==> src/hdl/cbc_pkg.sv <==
package cbc_pkg;

    // Register addresses within the CPU register space
    localparam logic [4:0] CBC_R0  = 5'h00;
    localparam logic [4:0] CBC_R3  = 5'h03;
    localparam logic [4:0] CBC_R4  = 5'h04;
    localparam logic [4:0] CBC_R7  = 5'h07;
    localparam logic [4:0] CBC_R8  = 5'h08;
    localparam logic [4:0] CBC_R11 = 5'h0B;

    // Alternate bank A slots of the configuration registers
    localparam logic [1:0] CBC_SLOT_DEVICE_CONTROL    = 2'h0;
    localparam logic [1:0] CBC_SLOT_VECTOR_PAGE_BASE  = 2'h1;
    localparam logic [1:0] CBC_SLOT_INTERRUPT_MASK    = 2'h2;
    localparam logic [1:0] CBC_SLOT_AUXILIARY_CONTROL = 2'h3;
    // Main bank A slot that shows transceiver status
    localparam logic [1:0] CBC_SLOT_XCVR_STATUS       = 2'h0;

    // Reset values
    localparam logic [7:0] CBC_DEVICE_CONTROL_RESET    = 8'h1F;
    localparam logic [7:0] CBC_AUXILIARY_CONTROL_RESET = 8'h00;
    localparam logic [7:0] CBC_VECTOR_PAGE_BASE_RESET  = 8'h00;
    localparam logic [7:0] CBC_INTERRUPT_MASK_RESET    = 8'h00;
    localparam logic [7:0] CBC_NMI_VECTOR_OFFSET       = 8'h1C;

    // Bank exchange length in T-states
    localparam logic [1:0] CBC_EXX_TSTATES = 2'h2;

    // Clock rates
    localparam int CBC_OSC_FREQ_HZ = 40_000_000;
    localparam int CBC_OSC_PERIOD_NS = 1_000_000_000 / CBC_OSC_FREQ_HZ;

    // Transceiver clock select encodings
    localparam logic [1:0] CBC_XCLK_OSC      = 2'h0;
    localparam logic [1:0] CBC_XCLK_OSC_DIV2 = 2'h1;
    localparam logic [1:0] CBC_XCLK_OSC_DIV4 = 2'h2;
    localparam logic [1:0] CBC_XCLK_EXTERNAL = 2'h3;

    // Interrupt mask index shared with the bidirectional pin
    localparam int CBC_SHARED_PIN_SOURCE = 3;
    localparam int CBC_NUM_SOURCES = 5;

    typedef struct packed {
        logic       cpu_clock_halve_select;
        logic [1:0] xcvr_clock_select;
        logic [1:0] instr_wait_field;
        logic [2:0] data_wait_field;
    } cbc_device_control_t;

    typedef struct packed {
        logic [4:0] spare;
        logic       bidir_pin_direction;
        logic       clock_out_disable;
        logic       global_irq_enable;
    } cbc_auxiliary_control_t;

    typedef struct packed {
        logic [2:0] spare;
        logic [4:0] per_source_masks;
    } cbc_interrupt_mask_t;

    typedef struct packed {
        logic a_alt;
        logic b_alt;
    } cbc_bank_sel_t;

    // Interrupt enable action of a bank exchange
    typedef enum logic [1:0] {
        CBC_GIE_KEEP  = 2'b00,
        CBC_GIE_SET   = 2'b01,
        CBC_GIE_CLEAR = 2'b10
    } cbc_gie_op_t;

    typedef struct packed {
        cbc_bank_sel_t banks;
        cbc_gie_op_t   gie_op;
    } cbc_exx_cmd_t;

endpackage

==> src/hdl/cbc_clock_gen.sv <==
`timescale 1ns/1ps
module cbc_clock_gen
    import cbc_pkg::*;
(
    // Clock and reset
    input  wire logic       clk,
    input  wire logic       reset_n,
    // Settings
    input  wire logic       cpu_clock_halve_select,
    input  wire logic [1:0] xcvr_clock_select,
    // External transceiver clock pin
    input  wire logic       external_xcvr_clock_in,
    // Enables
    output logic            cpu_tstate_en,
    output logic            xcvr_clock_en
);

    logic [1:0] div;
    logic [1:0] next_div;
    logic       ext_meta;
    logic       ext_sync;
    logic       ext_last;

    always_comb begin
        next_div = div + 2'h1;
    end

    always_ff @(posedge clk or negedge reset_n) begin
        if (!reset_n) begin
            div      <= 2'h0;
            ext_meta <= 1'b0;
            ext_sync <= 1'b0;
            ext_last <= 1'b0;
        end else begin
            div      <= next_div;
            ext_meta <= external_xcvr_clock_in;
            ext_sync <= ext_meta;
            ext_last <= ext_sync;
        end
    end

    assign cpu_tstate_en = cpu_clock_halve_select ? div[0] : 1'b1;

    always_comb begin
        case (xcvr_clock_select)
            CBC_XCLK_OSC:      xcvr_clock_en = 1'b1;
            CBC_XCLK_OSC_DIV2: xcvr_clock_en = div[0];
            CBC_XCLK_OSC_DIV4: xcvr_clock_en = &div;
            default:           xcvr_clock_en = ext_sync & ~ext_last;
        endcase
    end

endmodule // cbc_clock_gen

==> src/hdl/cbc_irq_gate.sv <==
`timescale 1ns/1ps
module cbc_irq_gate
    import cbc_pkg::*;
(
    // Clock and reset
    input  wire logic       clk,
    input  wire logic       reset_n,
    // Settings
    input  wire logic       global_irq_enable,
    input  wire logic [4:0] per_source_masks,
    input  wire logic       bidir_pin_direction,
    // Sources
    input  wire logic [4:0] irq_sources,
    input  wire logic       bidir_irq_pin_i,
    // Pin drive
    output logic            bidir_irq_pin_o,
    output logic            bidir_irq_pin_oe,
    // Result
    output logic            irq_request,
    output logic [2:0]      irq_source_id
);

    logic       pin_meta;
    logic       pin_sync;
    logic [4:0] live;
    logic [4:0] permitted;

    always_ff @(posedge clk or negedge reset_n) begin
        if (!reset_n) begin
            pin_meta <= 1'b1;
            pin_sync <= 1'b1;
        end else begin
            pin_meta <= bidir_irq_pin_i;
            pin_sync <= pin_meta;
        end
    end

    // Pin request as source three when input
    always_comb begin
        live = irq_sources;
        live[CBC_SHARED_PIN_SOURCE] = bidir_pin_direction ? 1'b0 : ~pin_sync;
    end

    assign permitted   = live & per_source_masks;
    assign irq_request = global_irq_enable & (|permitted);

    always_comb begin
        irq_source_id = 3'h0;
        for (int i = CBC_NUM_SOURCES - 1; i >= 0; i--) begin
            if (permitted[i]) begin
                irq_source_id = 3'(i);
            end
        end
    end

    assign bidir_irq_pin_oe = bidir_pin_direction;
    assign bidir_irq_pin_o  = per_source_masks[CBC_SHARED_PIN_SOURCE];

endmodule // cbc_irq_gate

==> src/hdl/cbc_config_top.sv <==
`timescale 1ns/1ps
module cbc_config_top
    import cbc_pkg::*;
(
    // Clock and reset
    input  wire logic       clk,
    input  wire logic       reset_n,
    // CPU register port
    input  wire logic [4:0] reg_addr,
    input  wire logic       reg_wr,
    input  wire logic       reg_rd,
    input  wire logic [7:0] reg_wdata,
    output logic [7:0]      reg_rdata,
    output logic            reg_hit,
    // Bank exchange instruction
    input  wire logic       exx_req,
    input  wire logic       exx_a_alt,
    input  wire logic       exx_b_alt,
    input  wire logic [1:0] exx_gie_op,
    output logic            exx_busy,
    output logic            exx_done,
    output logic            bank_a_alt,
    output logic            bank_b_alt,
    // Transceiver access through alternate bank B; status flags read in main bank A and drive the jump test flags
    input  wire logic [7:0] xcvr_status_flags,
    input  wire logic [7:0] xcvr_rdata,
    output logic            xcvr_wr,
    output logic            xcvr_rd,
    output logic [1:0]      xcvr_index,
    output logic [7:0]      xcvr_wdata,
    output logic [7:0]      jump_test_flags,
    // Clocks
    input  wire logic       external_xcvr_clock_in,
    output logic            cpu_tstate_en,
    output logic            xcvr_clock_en,
    output logic            clock_out_o,
    output logic            clock_out_oe,
    // Memory timing
    output logic [1:0]      instr_wait_count,
    output logic [2:0]      data_wait_count,
    // Interrupts
    input  wire logic [4:0] irq_sources,
    input  wire logic [7:0] vector_offset,
    output logic [15:0]     vector_address,
    output logic            irq_request,
    output logic [2:0]      irq_source_id,
    input  wire logic       bidir_irq_pin_i,
    output logic            bidir_irq_pin_o,
    output logic            bidir_irq_pin_oe
);

    typedef enum logic [1:0] {
        CBC_EXX_IDLE = 2'b01,
        CBC_EXX_RUN  = 2'b10
    } cbc_exx_state_t;

    cbc_device_control_t    device_control;
    cbc_auxiliary_control_t auxiliary_control;
    logic [7:0]             vector_page_base;
    cbc_interrupt_mask_t    interrupt_mask_control;
    cbc_bank_sel_t          banks;
    cbc_exx_state_t         exx_state;
    cbc_exx_cmd_t           exx_cmd;
    logic [1:0]             exx_count;
    logic [7:0]             ctrl_regs [1:3];
    logic [7:0]             gp_regs [0:11];

    cbc_device_control_t    next_device_control;
    cbc_auxiliary_control_t next_auxiliary_control;
    logic [7:0]             next_vector_page_base;
    cbc_interrupt_mask_t    next_interrupt_mask_control;
    cbc_bank_sel_t          next_banks;
    cbc_exx_state_t         next_exx_state;
    cbc_exx_cmd_t           next_exx_cmd;
    logic [1:0]             next_exx_count;
    logic [7:0]             next_ctrl_regs [1:3];
    logic [7:0]             next_gp_regs [0:11];
    logic [7:0]             next_reg_rdata;
    logic                   next_reg_hit;
    logic                   exx_finish;

    // Index into the twelve general registers: main B uses 0-7, alternate B 8-11
    function automatic logic [3:0] gp_slot(input logic [4:0] addr, input logic b_alt);
        logic [3:0] slot;
        slot = addr[3:0] - 4'h4;
        if (b_alt) begin
            slot = 4'h8 + (addr[3:0] - 4'h8);
        end
        return slot;
    endfunction

    function automatic logic in_range(input logic [4:0] addr, input logic [4:0] lo, input logic [4:0] hi);
        return (addr >= lo) && (addr <= hi);
    endfunction

    cbc_clock_gen u_clock_gen (
        .clk                    (clk),
        .reset_n                (reset_n),
        .cpu_clock_halve_select (device_control.cpu_clock_halve_select),
        .xcvr_clock_select      (device_control.xcvr_clock_select),
        .external_xcvr_clock_in (external_xcvr_clock_in),
        .cpu_tstate_en          (cpu_tstate_en),
        .xcvr_clock_en          (xcvr_clock_en)
    );

    cbc_irq_gate u_irq_gate (
        .clk                 (clk),
        .reset_n             (reset_n),
        .global_irq_enable   (auxiliary_control.global_irq_enable),
        .per_source_masks    (interrupt_mask_control.per_source_masks),
        .bidir_pin_direction (auxiliary_control.bidir_pin_direction),
        .irq_sources         (irq_sources),
        .bidir_irq_pin_i     (bidir_irq_pin_i),
        .bidir_irq_pin_o     (bidir_irq_pin_o),
        .bidir_irq_pin_oe    (bidir_irq_pin_oe),
        .irq_request         (irq_request),
        .irq_source_id       (irq_source_id)
    );

    assign exx_finish = (exx_state == CBC_EXX_RUN) && cpu_tstate_en && (exx_count == CBC_EXX_TSTATES - 2'h1);

    always_comb begin
        next_exx_state = exx_state;
        next_exx_cmd   = exx_cmd;
        next_exx_count = exx_count;
        next_banks     = banks;
        case (exx_state)
            CBC_EXX_IDLE: begin
                if (exx_req) begin
                    next_exx_state = CBC_EXX_RUN;
                    next_exx_cmd   = {exx_a_alt, exx_b_alt, cbc_gie_op_t'(exx_gie_op)};
                    next_exx_count = 2'h0;
                end
            end
            CBC_EXX_RUN: begin
                if (exx_finish) begin
                    next_banks     = exx_cmd.banks;
                    next_exx_state = CBC_EXX_IDLE;
                end else if (cpu_tstate_en) begin
                    next_exx_count = exx_count + 2'h1;
                end
            end
            default: next_exx_state = CBC_EXX_IDLE;
        endcase
    end

    assign exx_busy   = (exx_state == CBC_EXX_RUN);
    assign exx_done   = exx_finish;
    assign bank_a_alt = banks.a_alt;
    assign bank_b_alt = banks.b_alt;

    // Register writes and reads
    always_comb begin
        next_device_control         = device_control;
        next_auxiliary_control      = auxiliary_control;
        next_vector_page_base       = vector_page_base;
        next_interrupt_mask_control = interrupt_mask_control;
        next_ctrl_regs              = ctrl_regs;
        next_gp_regs                = gp_regs;
        next_reg_rdata              = reg_rdata;
        next_reg_hit                = 1'b0;
        xcvr_wr                     = 1'b0;
        xcvr_rd                     = 1'b0;
        if (in_range(reg_addr, CBC_R0, CBC_R3)) begin
            if (banks.a_alt) begin
                if (reg_wr) begin
                    if (reg_addr[1:0] == CBC_SLOT_DEVICE_CONTROL) begin
                        next_device_control = cbc_device_control_t'(reg_wdata);
                    end else if (reg_addr[1:0] == CBC_SLOT_VECTOR_PAGE_BASE) begin
                        next_vector_page_base = reg_wdata;
                    end else if (reg_addr[1:0] == CBC_SLOT_INTERRUPT_MASK) begin
                        next_interrupt_mask_control = cbc_interrupt_mask_t'(reg_wdata);
                    end else begin
                        next_auxiliary_control = cbc_auxiliary_control_t'(reg_wdata);
                    end
                end
            end else if (reg_wr && reg_addr[1:0] != CBC_SLOT_XCVR_STATUS) begin
                next_ctrl_regs[reg_addr[1:0]] = reg_wdata;
            end
            if (reg_rd) begin
                next_reg_hit = 1'b1;
                if (banks.a_alt) begin
                    if (reg_addr[1:0] == CBC_SLOT_DEVICE_CONTROL) begin
                        next_reg_rdata = device_control;
                    end else if (reg_addr[1:0] == CBC_SLOT_VECTOR_PAGE_BASE) begin
                        next_reg_rdata = vector_page_base;
                    end else if (reg_addr[1:0] == CBC_SLOT_INTERRUPT_MASK) begin
                        next_reg_rdata = interrupt_mask_control;
                    end else begin
                        next_reg_rdata = auxiliary_control;
                    end
                end else if (reg_addr[1:0] == CBC_SLOT_XCVR_STATUS) begin
                    // Status visible in main bank A
                    next_reg_rdata = xcvr_status_flags;
                end else begin
                    next_reg_rdata = ctrl_regs[reg_addr[1:0]];
                end
            end
        end else if (banks.b_alt && in_range(reg_addr, CBC_R4, CBC_R7)) begin
            xcvr_wr = reg_wr;
            xcvr_rd = reg_rd;
            if (reg_rd) begin
                next_reg_hit   = 1'b1;
                next_reg_rdata = xcvr_rdata;
            end
        end else if (in_range(reg_addr, CBC_R4, CBC_R11)) begin
            if (reg_wr) begin
                next_gp_regs[gp_slot(reg_addr, banks.b_alt)] = reg_wdata;
            end
            if (reg_rd) begin
                next_reg_hit   = 1'b1;
                next_reg_rdata = gp_regs[gp_slot(reg_addr, banks.b_alt)];
            end
        end
        if (exx_finish && exx_cmd.gie_op == CBC_GIE_SET) begin
            next_auxiliary_control.global_irq_enable = 1'b1;
        end else if (exx_finish && exx_cmd.gie_op == CBC_GIE_CLEAR) begin
            next_auxiliary_control.global_irq_enable = 1'b0;
        end
    end

    assign xcvr_index = reg_addr[1:0];
    assign xcvr_wdata = reg_wdata;

    always_ff @(posedge clk or negedge reset_n) begin
        if (!reset_n) begin
            banks     <= '{a_alt: 1'b1, b_alt: 1'b1};
            exx_state <= CBC_EXX_IDLE;
            exx_cmd   <= '0;
            exx_count <= 2'h0;
            device_control         <= cbc_device_control_t'(CBC_DEVICE_CONTROL_RESET);
            auxiliary_control      <= cbc_auxiliary_control_t'(CBC_AUXILIARY_CONTROL_RESET);
            vector_page_base       <= CBC_VECTOR_PAGE_BASE_RESET;
            interrupt_mask_control <= cbc_interrupt_mask_t'(CBC_INTERRUPT_MASK_RESET);
            for (int i = 1; i <= 3; i++) begin
                ctrl_regs[i] <= 8'h00;
            end
            for (int i = 0; i < 12; i++) begin
                gp_regs[i] <= 8'h00;
            end
            reg_rdata <= 8'h00;
            reg_hit   <= 1'b0;
        end else begin
            banks                  <= next_banks;
            exx_state              <= next_exx_state;
            exx_cmd                <= next_exx_cmd;
            exx_count              <= next_exx_count;
            device_control         <= next_device_control;
            auxiliary_control      <= next_auxiliary_control;
            vector_page_base       <= next_vector_page_base;
            interrupt_mask_control <= next_interrupt_mask_control;
            ctrl_regs              <= next_ctrl_regs;
            gp_regs                <= next_gp_regs;
            reg_rdata              <= next_reg_rdata;
            reg_hit                <= next_reg_hit;
        end
    end

    assign jump_test_flags = xcvr_status_flags;

    assign instr_wait_count = device_control.instr_wait_field;
    assign data_wait_count  = device_control.data_wait_field;

    assign vector_address = {vector_page_base, vector_offset};

    // Undivided oscillator on the pin; clock gating is avoided, the clock is only forwarded
    assign clock_out_o  = clk;
    assign clock_out_oe = ~auxiliary_control.clock_out_disable;

endmodule // cbc_config_top

==> config.mk <==
export PLATFORM = sky130hd
export DESIGN_NAME = cbc_config_top
export DESIGN_NICKNAME = d
export VERILOG_FILES = /design/src/hdl/cbc_pkg.sv /design/src/hdl/cbc_clock_gen.sv /design/src/hdl/cbc_irq_gate.sv /design/src/hdl/cbc_config_top.sv
export SDC_FILE = /design/constraint.sdc
export NUM_CORES = 1
export LEC_CHECK = 0
export BUFFER_PORTS_ARGS = -buffer_cell sky130_fd_sc_hd__buf_4
export CAP_MARGIN = 20
export CORE_ASPECT_RATIO = 0.9
export CORE_MARGIN = 2
export CORE_UTILIZATION = 58
export CTS_CLUSTER_SIZE = 14
export DETAILED_ROUTE_END_ITERATION = 8
export GPL_TIMING_DRIVEN = 1
export HOLD_SLACK_MARGIN = 0.02
export PLACE_DENSITY = 0.8
export SYNTH_ARGS = -nofsm -noshare
export SYNTH_HDL_FRONTEND = slang
export SYNTH_HIERARCHICAL = 1
export SYNTH_SLANG_ARGS = --single-unit
==> constraint.sdc <==
create_clock -name clk -period 2.8 [get_ports clk]
set_clock_uncertainty 0.05 [all_clocks]
set_input_delay 0.28 -clock clk [delete_from_list [all_inputs] [get_ports clk]]
set_output_delay 0.28 -clock clk [all_outputs]
set_load 0.03 [all_outputs]
* Yosys cells after proc, flatten, opt, wreduce, memory -nomap -nowiden
Index checks and enable logic that the tools add are counted.
** Cells by class
- Add/subtract/negate cells :: 5
- $lt $le $gt $ge :: 10
- Equality and inequality tests :: 19
- Muxes and demuxes :: 63
- Bitwise logic cells :: 15
- Reduce and logical (&&, ||, !) cells :: 33
** Operators by type and width (number)
- $mux 8 :: 17
- $bwmux 96 :: 1
- $mux 4 :: 9
- $bmux 8 s4 :: 1
- $demux 8 s4 :: 1
- $bwmux 24 :: 1
- $mux 1 :: 18
- $reduce_and 6->1 :: 3
- $bmux 8 s2 :: 1
- $demux 8 s2 :: 1
- $reduce_and 4->1 :: 4
- $mux 3 :: 5
- $reduce_bool 3->1 :: 4
- $logic_and 1x1->1 :: 11
- $eq 2x1->1 const B :: 5
- $ge 5x5->1 const B :: 2
- $mux 2 :: 5
- $ne 2x2->1 const B :: 5
- $not 4->5 :: 2
- $ne 3x1->1 const B :: 3
- $not 1->1 :: 9
- $eq 2x2->1 const B :: 4
- $pmux 2 s2 :: 2
- $reduce_and 2->1 :: 4
- 22 further kinds :: 27
** Storage, ports and cells
- Register bits after elaboration :: 178
- Bits of input ports :: 53

* Depth between registers and ports, before layout
Gate-level depths: netlist of the first run.
- Depth after elaboration :: 15
- Mapped depth :: 11

* By module
Netlist of the first run, hierarchy kept.
** Modules (own cells, without submodules)
- cbc_config_top :: instances 1, cells each 654, area each 8652.0 um^2, sequential area each 4289.1 um^2
- cbc_clock_gen :: instances 1, cells each 12, area each 185.2 um^2, sequential area each 125.1 um^2
- cbc_irq_gate :: instances 1, cells each 14, area each 147.6 um^2, sequential area each 52.6 um^2

==> metrics.json, run 1 <==
{
  "cells_and_area": {
    "layout-drive-gt1-share": 0.492,
    "layout_commonest_cell": "sky130_fd_sc_hd__dfrtp_1",
    "fin_util": 0.690,
    "final-instance-count-excl-fill": 971,
    "finish.net_count": 818,
    "layout.cells.most_common_list": "168 x sky130_fd_sc_hd__dfrtp_1, 161 x sky130_fd_sc_hd__mux2_2, 119 x sky130_fd_sc_hd__buf_4",
    "area_growth_pct": 17.3,
    "fillers": 1061,
    "antennaDiodeCount": 0
  },
  "power": {
    "p_int_mw": 5.87,
    "leakage_nw": 5.00,
    "clk_pwr_share": 0.337,
    "switchingPower_mw": 2.47,
    "power.density_nw_per_um2": 791,
    "vdd_drop_max_mv": 0.557,
    "switching_share": 0.296,
    "pwr-share-seq": 0.428,
    "power.share.combinational": 0.235
  },
  "global_routing": {
    "via_count_of_the_first_global_routing_pass": 6204,
    "grt.overflow.total": 0,
    "total_routing_usage_gr": 0.281,
    "number_of_antenna_violations_at_the_first_check_in_global_routing": 0,
    "grt_first_pass_wirelength_um": 34700,
    "maximum_number_of_pins_on_one_net_before_global_route_repair": 77
  },
  "die": {
    "floorplan.core_area_sq_um": 15300,
    "dieArea_sq_um": 16500,
    "rows": 43,
    "fp.dieW_um": 135,
    "floorplan.initialDensity": 0.588,
    "i_o_pin_cnt": 117,
    "floorplan.die.height_um": 122
  },
  "setup_path": {
    "timing.critical_path.fanout_max": 10,
    "setup.worst_path.start_class": "flip-flop",
    "required_ns": 2.47,
    "endpoint_kind": "output port",
    "critPathArrivalTime_ns": 2.02,
    "worstSetupPathType": "flip-flop to output port"
  },
  "route": {
    "routed_wire_length_per_instance_um": 22.6,
    "remaining_drc_errors": 0,
    "wl_um": 21900,
    "route.detailed.vias_per_inst": 6.15,
    "postRouteAntennaNets": 0,
    "via_count": 5976,
    "drt_pass1_iterations": 7,
    "drt-initial-drc-count": 529
  },
  "synthesis": {
    "synth_fp_nets": 742,
    "yosys_warnings": 6,
    "number_of_instances_in_the_synthesized_netlist": 680,
    "asyncSetResetFlopFracSynth": 1.00,
    "synth-seq-cells": 178,
    "syn_area_sq_um": 8980,
    "synth.yosys.seq_area_share": 0.497,
    "ys.flop_type": "sky130_fd_sc_hd__dfrtp_1",
    "synth_enable_flop_cells": 0,
    "yosys.cell_types.count": 49,
    "synth.avg_cell_area_sq_um": 13.2
  },
  "clocking": {
    "clk_pin_slew_worst_paths_ns": 0.07,
    "post-cts-setup-buffer-count": 0,
    "cts_hold_repair.buffers": 7,
    "tritoncts_clock_tree": "yes",
    "cts.repair.resized": 0,
    "clock_insertion_delay_worst_skew_ns": 0.55
  },
  "sta": {
    "report.final.hold_viol_count": 0,
    "maxClockFrequency_mhz": 425,
    "worst_slew_margin_rel": 0.487,
    "tightestPinTransition_ns": 0.750,
    "layout_worst_path_cycle_share": 0.841,
    "final.setup.tns_ns": 0,
    "grt_setup_unrepaired": "false",
    "maxSlewViolCount": 0,
    "final_worst_hold_slack_ns": 0.0649,
    "postLayoutSetupSlackWorst_ns": 0.446,
    "min_period_ns": 2.35,
    "setup_viol": 0
  },
  "status": {
    "outcome": "finished, final reports clean"
  },
  "placement": {
    "hpwl_um": 14700,
    "buffers_on_ports": 99,
    "pre_cts_slack_ns": 0.0707,
    "placed_cells_incl_taps": 929,
    "gp_congestion": 0.867
  },
  "hold_path": {
    "path_category_of_the_worst_min_delay_check": "primary input to flip-flop"
  },
  "run": {
    "cap_violations": 0
  }
}
## worst max-delay path, cell delays in order (launching register included)
cell and delay (ns):
sky130_fd_sc_hd__dfstp_2 0.64, sky130_fd_sc_hd__o21a_1 0.20, sky130_fd_sc_hd__nand3_1 0.09, sky130_fd_sc_hd__buf_4 0.19, sky130_fd_sc_hd__nor2_1 0.16, sky130_fd_sc_hd__buf_4 0.19
## cells in the mapped netlist, types with 2 or more instances
cell type / n / area, sq um
sky130_fd_sc_hd__nor2_1: 7 / 26.3
sky130_fd_sc_hd__and2_1: 2 / 12.5
sky130_fd_sc_hd__o22ai_1: 8 / 50.1
sky130_fd_sc_hd__o21ai_1: 2 / 10.0
sky130_fd_sc_hd__o2111ai_4: 3 / 78.8
sky130_fd_sc_hd__o21ai_0: 50 / 250
sky130_fd_sc_hd__a221oi_1: 8 / 70.1
sky130_fd_sc_hd__mux4_2: 24 / 541
sky130_fd_sc_hd__buf_2: 7 / 35.0
sky130_fd_sc_hd__nor3b_2: 2 / 25.0
sky130_fd_sc_hd__dfrtp_1: 168 / 4200
sky130_fd_sc_hd__nor2_4: 8 / 90.1
sky130_fd_sc_hd__a21oi_1: 18 / 90.1
sky130_fd_sc_hd__a31oi_1: 3 / 18.8
sky130_fd_sc_hd__mux2i_1: 17 / 170
sky130_fd_sc_hd__nor2_8: 4 / 80.1
sky130_fd_sc_hd__nand2_1: 28 / 105
sky130_fd_sc_hd__inv_1: 13 / 48.8
sky130_fd_sc_hd__nand3_1: 13 / 65.1
sky130_fd_sc_hd__buf_4: 35 / 263
sky130_fd_sc_hd__and3b_1: 3 / 26.3
sky130_fd_sc_hd__nand3b_1: 3 / 22.5
sky130_fd_sc_hd__nor3_2: 2 / 20.0
sky130_fd_sc_hd__mux2_1: 4 / 45.0
sky130_fd_sc_hd__o31ai_1: 8 / 60.1
sky130_fd_sc_hd__nor2b_1: 2 / 12.5
sky130_fd_sc_hd__clkbuf_1: 24 / 90.1
sky130_fd_sc_hd__mux2_2: 161 / 1810
sky130_fd_sc_hd__ha_1: 9 / 113
sky130_fd_sc_hd__buf_1: 9 / 33.8
sky130_fd_sc_hd__a211oi_1: 2 / 15.0
sky130_fd_sc_hd__nor3b_1: 4 / 30.0
sky130_fd_sc_hd__a21o_1: 3 / 22.5
sky130_fd_sc_hd__nand2b_4: 2 / 27.5
sky130_fd_sc_hd__dfstp_2: 10 / 263
## layer usage
layer,vias up,part of all wire,global-route usage
met5,-,0,0
met4,0,0.014,0.0729
met3,33,0.074,0.0678
met2,263,0.47,0.434
met1,3069,0.44,0.404
li1,2611,-,-
## kinds of logic after synthesis
kind of cell    synth area share
mux                        0.286
flops                      0.497
compound gates            0.0836
buf+inv                   0.0528
simple gates              0.0681
fa+ha+maj                 0.0125
## metrics by stage
stage	total power, mW	area [sq um]
floorplan	4.93	8990
global placement	5.45	9760
detailed placement	5.58	9760
CTS	8.35	10500
global route	8.68	10500
finish	8.33	10500
## sequential cells by signal (all words and copies together), names as in the netlist, 3 cells and up
name and flops:
ctrl_regs 24, gp_regs 96, device_control 3, data_wait_count 3, exx_cmd 4, vector_page_base 8, auxiliary_control 8, interrupt_mask_control 8
reg_rdata 8
## power by group through the flow
stage	clock, mW	sequential, mW	combinational (mW)
after global routing	2.94	3.64	2.10
after detailed placement	0.0535	3.60	1.92
after CTS	2.83	3.56	1.96
after global placement	0.0535	3.54	1.86
final	2.80	3.57	1.96
after floorplan	0.0535	3.61	1.27
## final timing paths
check	start	slack, ns	cells past startpoint	endpoint
setup reg to reg	bank_b_alt	0.51	4	gp_regs[75]
min in group asynchronous	reset_n	0.12	2	exx_count[0]
hold reg to reg	u_clock_gen/ext_meta	0.31	0	u_clock_gen/ext_sync
setup / recovery	bank_b_alt	0.45	5	xcvr_wr
hold / removal	xcvr_rdata[0]	0.06	3	reg_rdata[0]
max in group asynchronous	reset_n	1.87	3	gp_regs[57]
## cell type report
type / instances / area [sq um] / area share
clock buffer: 21 / 508 / 0.0482
clock inverter: 15 / 205 / 0.0195
inverter: 14 / 52.6 / 0.00499
multi-input combinational: 413 / 4040 / 0.384
sequential: 178 / 4470 / 0.424
tap: 202 / 253 / 0.0240
timing repair buffer: 128 / 1010 / 0.0956
(Power assumes the default switching activity.)
==> inputs of run 2 (changes only) <==
==> constraint.sdc (replaced) <==
create_clock -name clk -period 2.2 [get_ports clk]
set_clock_uncertainty 0.05 [all_clocks]
set_input_delay 0.22 -clock clk [delete_from_list [all_inputs] [get_ports clk]]
set_output_delay 0.22 -clock clk [all_outputs]
set_load 0.03 [all_outputs]
==> metrics.json, run 2 (synthesized netlist as in run 1, its figures left out) <==
{
  "placement": {
    "placed_cells_incl_taps": {"value": 965, "change": "+3.9%"},
    "buffers_on_ports": {"value": 99, "change": "unchanged"},
    "hpwl": {"value": 15200, "unit": "um", "change": "+3.4%"},
    "gp_congestion": {"value": 0.839, "change": "-3.2%"}
  },
  "cells_and_area": {
    "finish.net_count": {"value": 867, "change": "+6.0%"},
    "layout-drive-gt1-share": {"value": 0.535, "change": "+0.0439"},
    "max_ffs_per_register": {"value": 96, "change": "unchanged"},
    "regMostFlops": "gp_regs",
    "area_growth_pct": 25.8,
    "layout_commonest_cell": "sky130_fd_sc_hd__dfrtp_1",
    "top_regs": "gp_regs: 96 flops, ctrl_regs: 24 flops",
    "final-instance-count-excl-fill": {"value": 1020, "change": "+5.0%"},
    "layout.cells.most_common_list": "168 x sky130_fd_sc_hd__dfrtp_1, 144 x sky130_fd_sc_hd__buf_4, 116 x sky130_fd_sc_hd__mux2_2",
    "antennaDiodeCount": {"value": 0, "change": "unchanged"}
  },
  "power": {
    "total_power": {"value": 10.6, "unit": "mW", "change": "+28%"},
    "vdd_drop_max": {"value": 0.807, "unit": "mV", "change": "+45%"},
    "power.density": {"value": 942, "unit": "nW/um^2", "change": "+19%"},
    "leakage": {"value": 5.34, "unit": "nW", "change": "+7.0%"}
  },
  "sta": {
    "layout_worst_path_cycle_share": 0.993,
    "maxClockFrequency_mhz": 458,
    "min_period_ns": 2.18,
    "worst_slew_margin_rel": {"value": 0.579, "change": "+0.0921"},
    "report.final.hold_viol_count": {"value": 0, "change": "unchanged"},
    "final_worst_hold_slack": {"value": 0.0316, "unit": "ns", "change": "-0.0333 ns"},
    "maxSlewViolCount": {"value": 0, "change": "unchanged"},
    "grt_setup_unrepaired": "true",
    "tightestPinTransition": {"value": 0.631, "unit": "ns", "change": "-0.119 ns"},
    "setup_viol": {"value": 0, "change": "unchanged"}
  },
  "global_routing": {
    "number_of_antenna_violations_at_the_first_check_in_global_routing": {"value": 0, "change": "unchanged"},
    "maximum_number_of_pins_on_one_net_before_global_route_repair": {"value": 66, "change": "-14%"},
    "total_routing_usage_gr": {"value": 0.289, "change": "+0.00782"},
    "grt_first_pass_wirelength": {"value": 35400, "unit": "um", "change": "+2.1%"},
    "grt.overflow.total": {"value": 0, "change": "unchanged"},
    "via_count_of_the_first_global_routing_pass": {"value": 6425, "change": "+3.6%"}
  },
  "route": {
    "route.detailed.vias_per_inst": {"value": 6.07, "change": "-1.4%"},
    "wl": {"value": 22800, "unit": "um", "change": "+4.0%"},
    "postRouteAntennaNets": {"value": 0, "change": "unchanged"},
    "remaining_drc_errors": {"value": 0, "change": "unchanged"},
    "drt-initial-drc-count": {"value": 581, "change": "+9.8%"},
    "routed_wire_length_per_instance": {"value": 22.4, "unit": "um", "change": "-0.97%"},
    "via_count": {"value": 6187, "change": "+3.5%"},
    "drt_pass1_iterations": {"value": 5, "change": "-2"}
  },
  "die": {
    "dieArea": {"value": 16500, "unit": "sq um", "change": "unchanged"},
    "floorplan.die.height": {"value": 122, "unit": "um", "change": "unchanged"},
    "i_o_pin_cnt": {"value": 117, "change": "unchanged"},
    "floorplan.initialDensity": {"value": 0.588, "change": "unchanged"},
    "floorplan.core_area": {"value": 15300, "unit": "sq um", "change": "unchanged"},
    "fp.dieW": {"value": 135, "unit": "um", "change": "unchanged"},
    "rows": {"value": 43, "change": "unchanged"}
  },
  "clocking": {
    "clk_pin_slew_worst_paths": {"value": 0.07, "unit": "ns", "change": "about the same"},
    "tritoncts_clock_tree": "yes",
    "clock_insertion_delay_worst_skew": {"value": 0.56, "unit": "ns", "change": "about the same"}
  },
  "setup_path": {
    "worstSetupPathType": "flip-flop to flip-flop",
    "required": {"value": 2.58, "unit": "ns", "change": "+0.11 ns"},
    "timing.critical_path.fanout_max": {"value": 8, "change": "-2"},
    "setup.worst_path.start_class": "flip-flop",
    "critPathArrivalTime": {"value": 2.56, "unit": "ns", "change": "+0.54 ns"},
    "endpoint_kind": "flip-flop"
  },
  "run": {
    "cap_violations": {"value": 0, "change": "unchanged"}
  },
  "hold_path": {
    "path_category_of_the_worst_min_delay_check": "primary input to flip-flop"
  },
  "status": {
    "outcome": "finished, final reports clean"
  }
}
run 2: changes by cell type in the layout (fill, tap and decap cells not counted), sizes merged:
cell / delta
inv: +5
buf: +43
clkinvlp: +1
dlygate4sd3: +6
bufinv: -4
clkinv: -2
run 2: final timing paths:
check	from	to	slack [ns]	cells after the start
min	xcvr_rdata[5]	reg_rdata[5]	0.03	3
max reg2reg	bank_b_alt	gp_regs[19]	0.02	5
max in group asynchronous	reset_n	gp_regs[88]	1.21	3
min in group asynchronous	reset_n	ctrl_regs[9]	0.18	2
min reg2reg	u_clock_gen/ext_meta	u_clock_gen/ext_sync	0.31	0
max	bank_b_alt	gp_regs[19]	0.02	5
run 2: repair_timing:
| item | 4_1_cts | 5_1_grt |
|---|---|---|
| resized for setup | 6 | 5 |
| hold buffers | 13 | 0 |
| hold endpoints to repair | 74 | 0 |
| buffers inserted | 2 | 5 |
| pin swaps | 0 | 5 |
| setup endpoints to repair | 7 | 57 |
run 2: critical path: stages, from the launching register on:
cell and delay, ns:
sky130_fd_sc_hd__dfstp_2 0.60, sky130_fd_sc_hd__buf_4 0.19, sky130_fd_sc_hd__and3b_1 0.27, sky130_fd_sc_hd__o2111ai_4 0.22
sky130_fd_sc_hd__nor2_4 0.34, sky130_fd_sc_hd__mux2_2 0.38
run 2: through the flow:
step | setup TNS (ns) | utilization | area (sq um) | setup WS, ns
floorplan | -23.89 | - | 9280 | -0.273
global placement | -1.92 | 0.681 | 10400 | -0.0986
detailed placement | -5.32 | 0.681 | 10400 | -0.149
CTS | 0 | 0.734 | 11200 | 0.00348
global route | -0.346 | 0.740 | 11300 | -0.0414
finish | 0 | 0.740 | 11300 | 0.0157
run 2: final cells by class:
type,count,area (sq um)
inverters,14,57.6
fillers,976,3980
multi-input cells,413,4310
clock inverters,15,144
flip-flops and latches,178,4470
well taps,202,253
repair buffers,177,1560
clock buffers,21,508
run 2: power by group:
| group | total (mW) | internal (mW) | switching, mW |
|---|---|---|---|
| clock network | 3.27 | 1.76 | 1.51 |
| registers | 4.55 | 4.07 | 0.475 |
| logic | 2.83 | 1.47 | 1.36 |
run 2: routing by layer:
| metal | routed length [um] | share of wire | track usage | vias to the layer above |
|---|---|---|---|---|
| met2 | 11100 | 0.49 | 0.454 | 232 |
| met5 | 0 | 0 | 0 | - |
| met1 | 9860 | 0.43 | 0.402 | 3204 |
| li1 | - | - | - | 2706 |
| met3 | 1360 | 0.060 | 0.0599 | 45 |
| met4 | 528 | 0.023 | 0.105 | 0 |
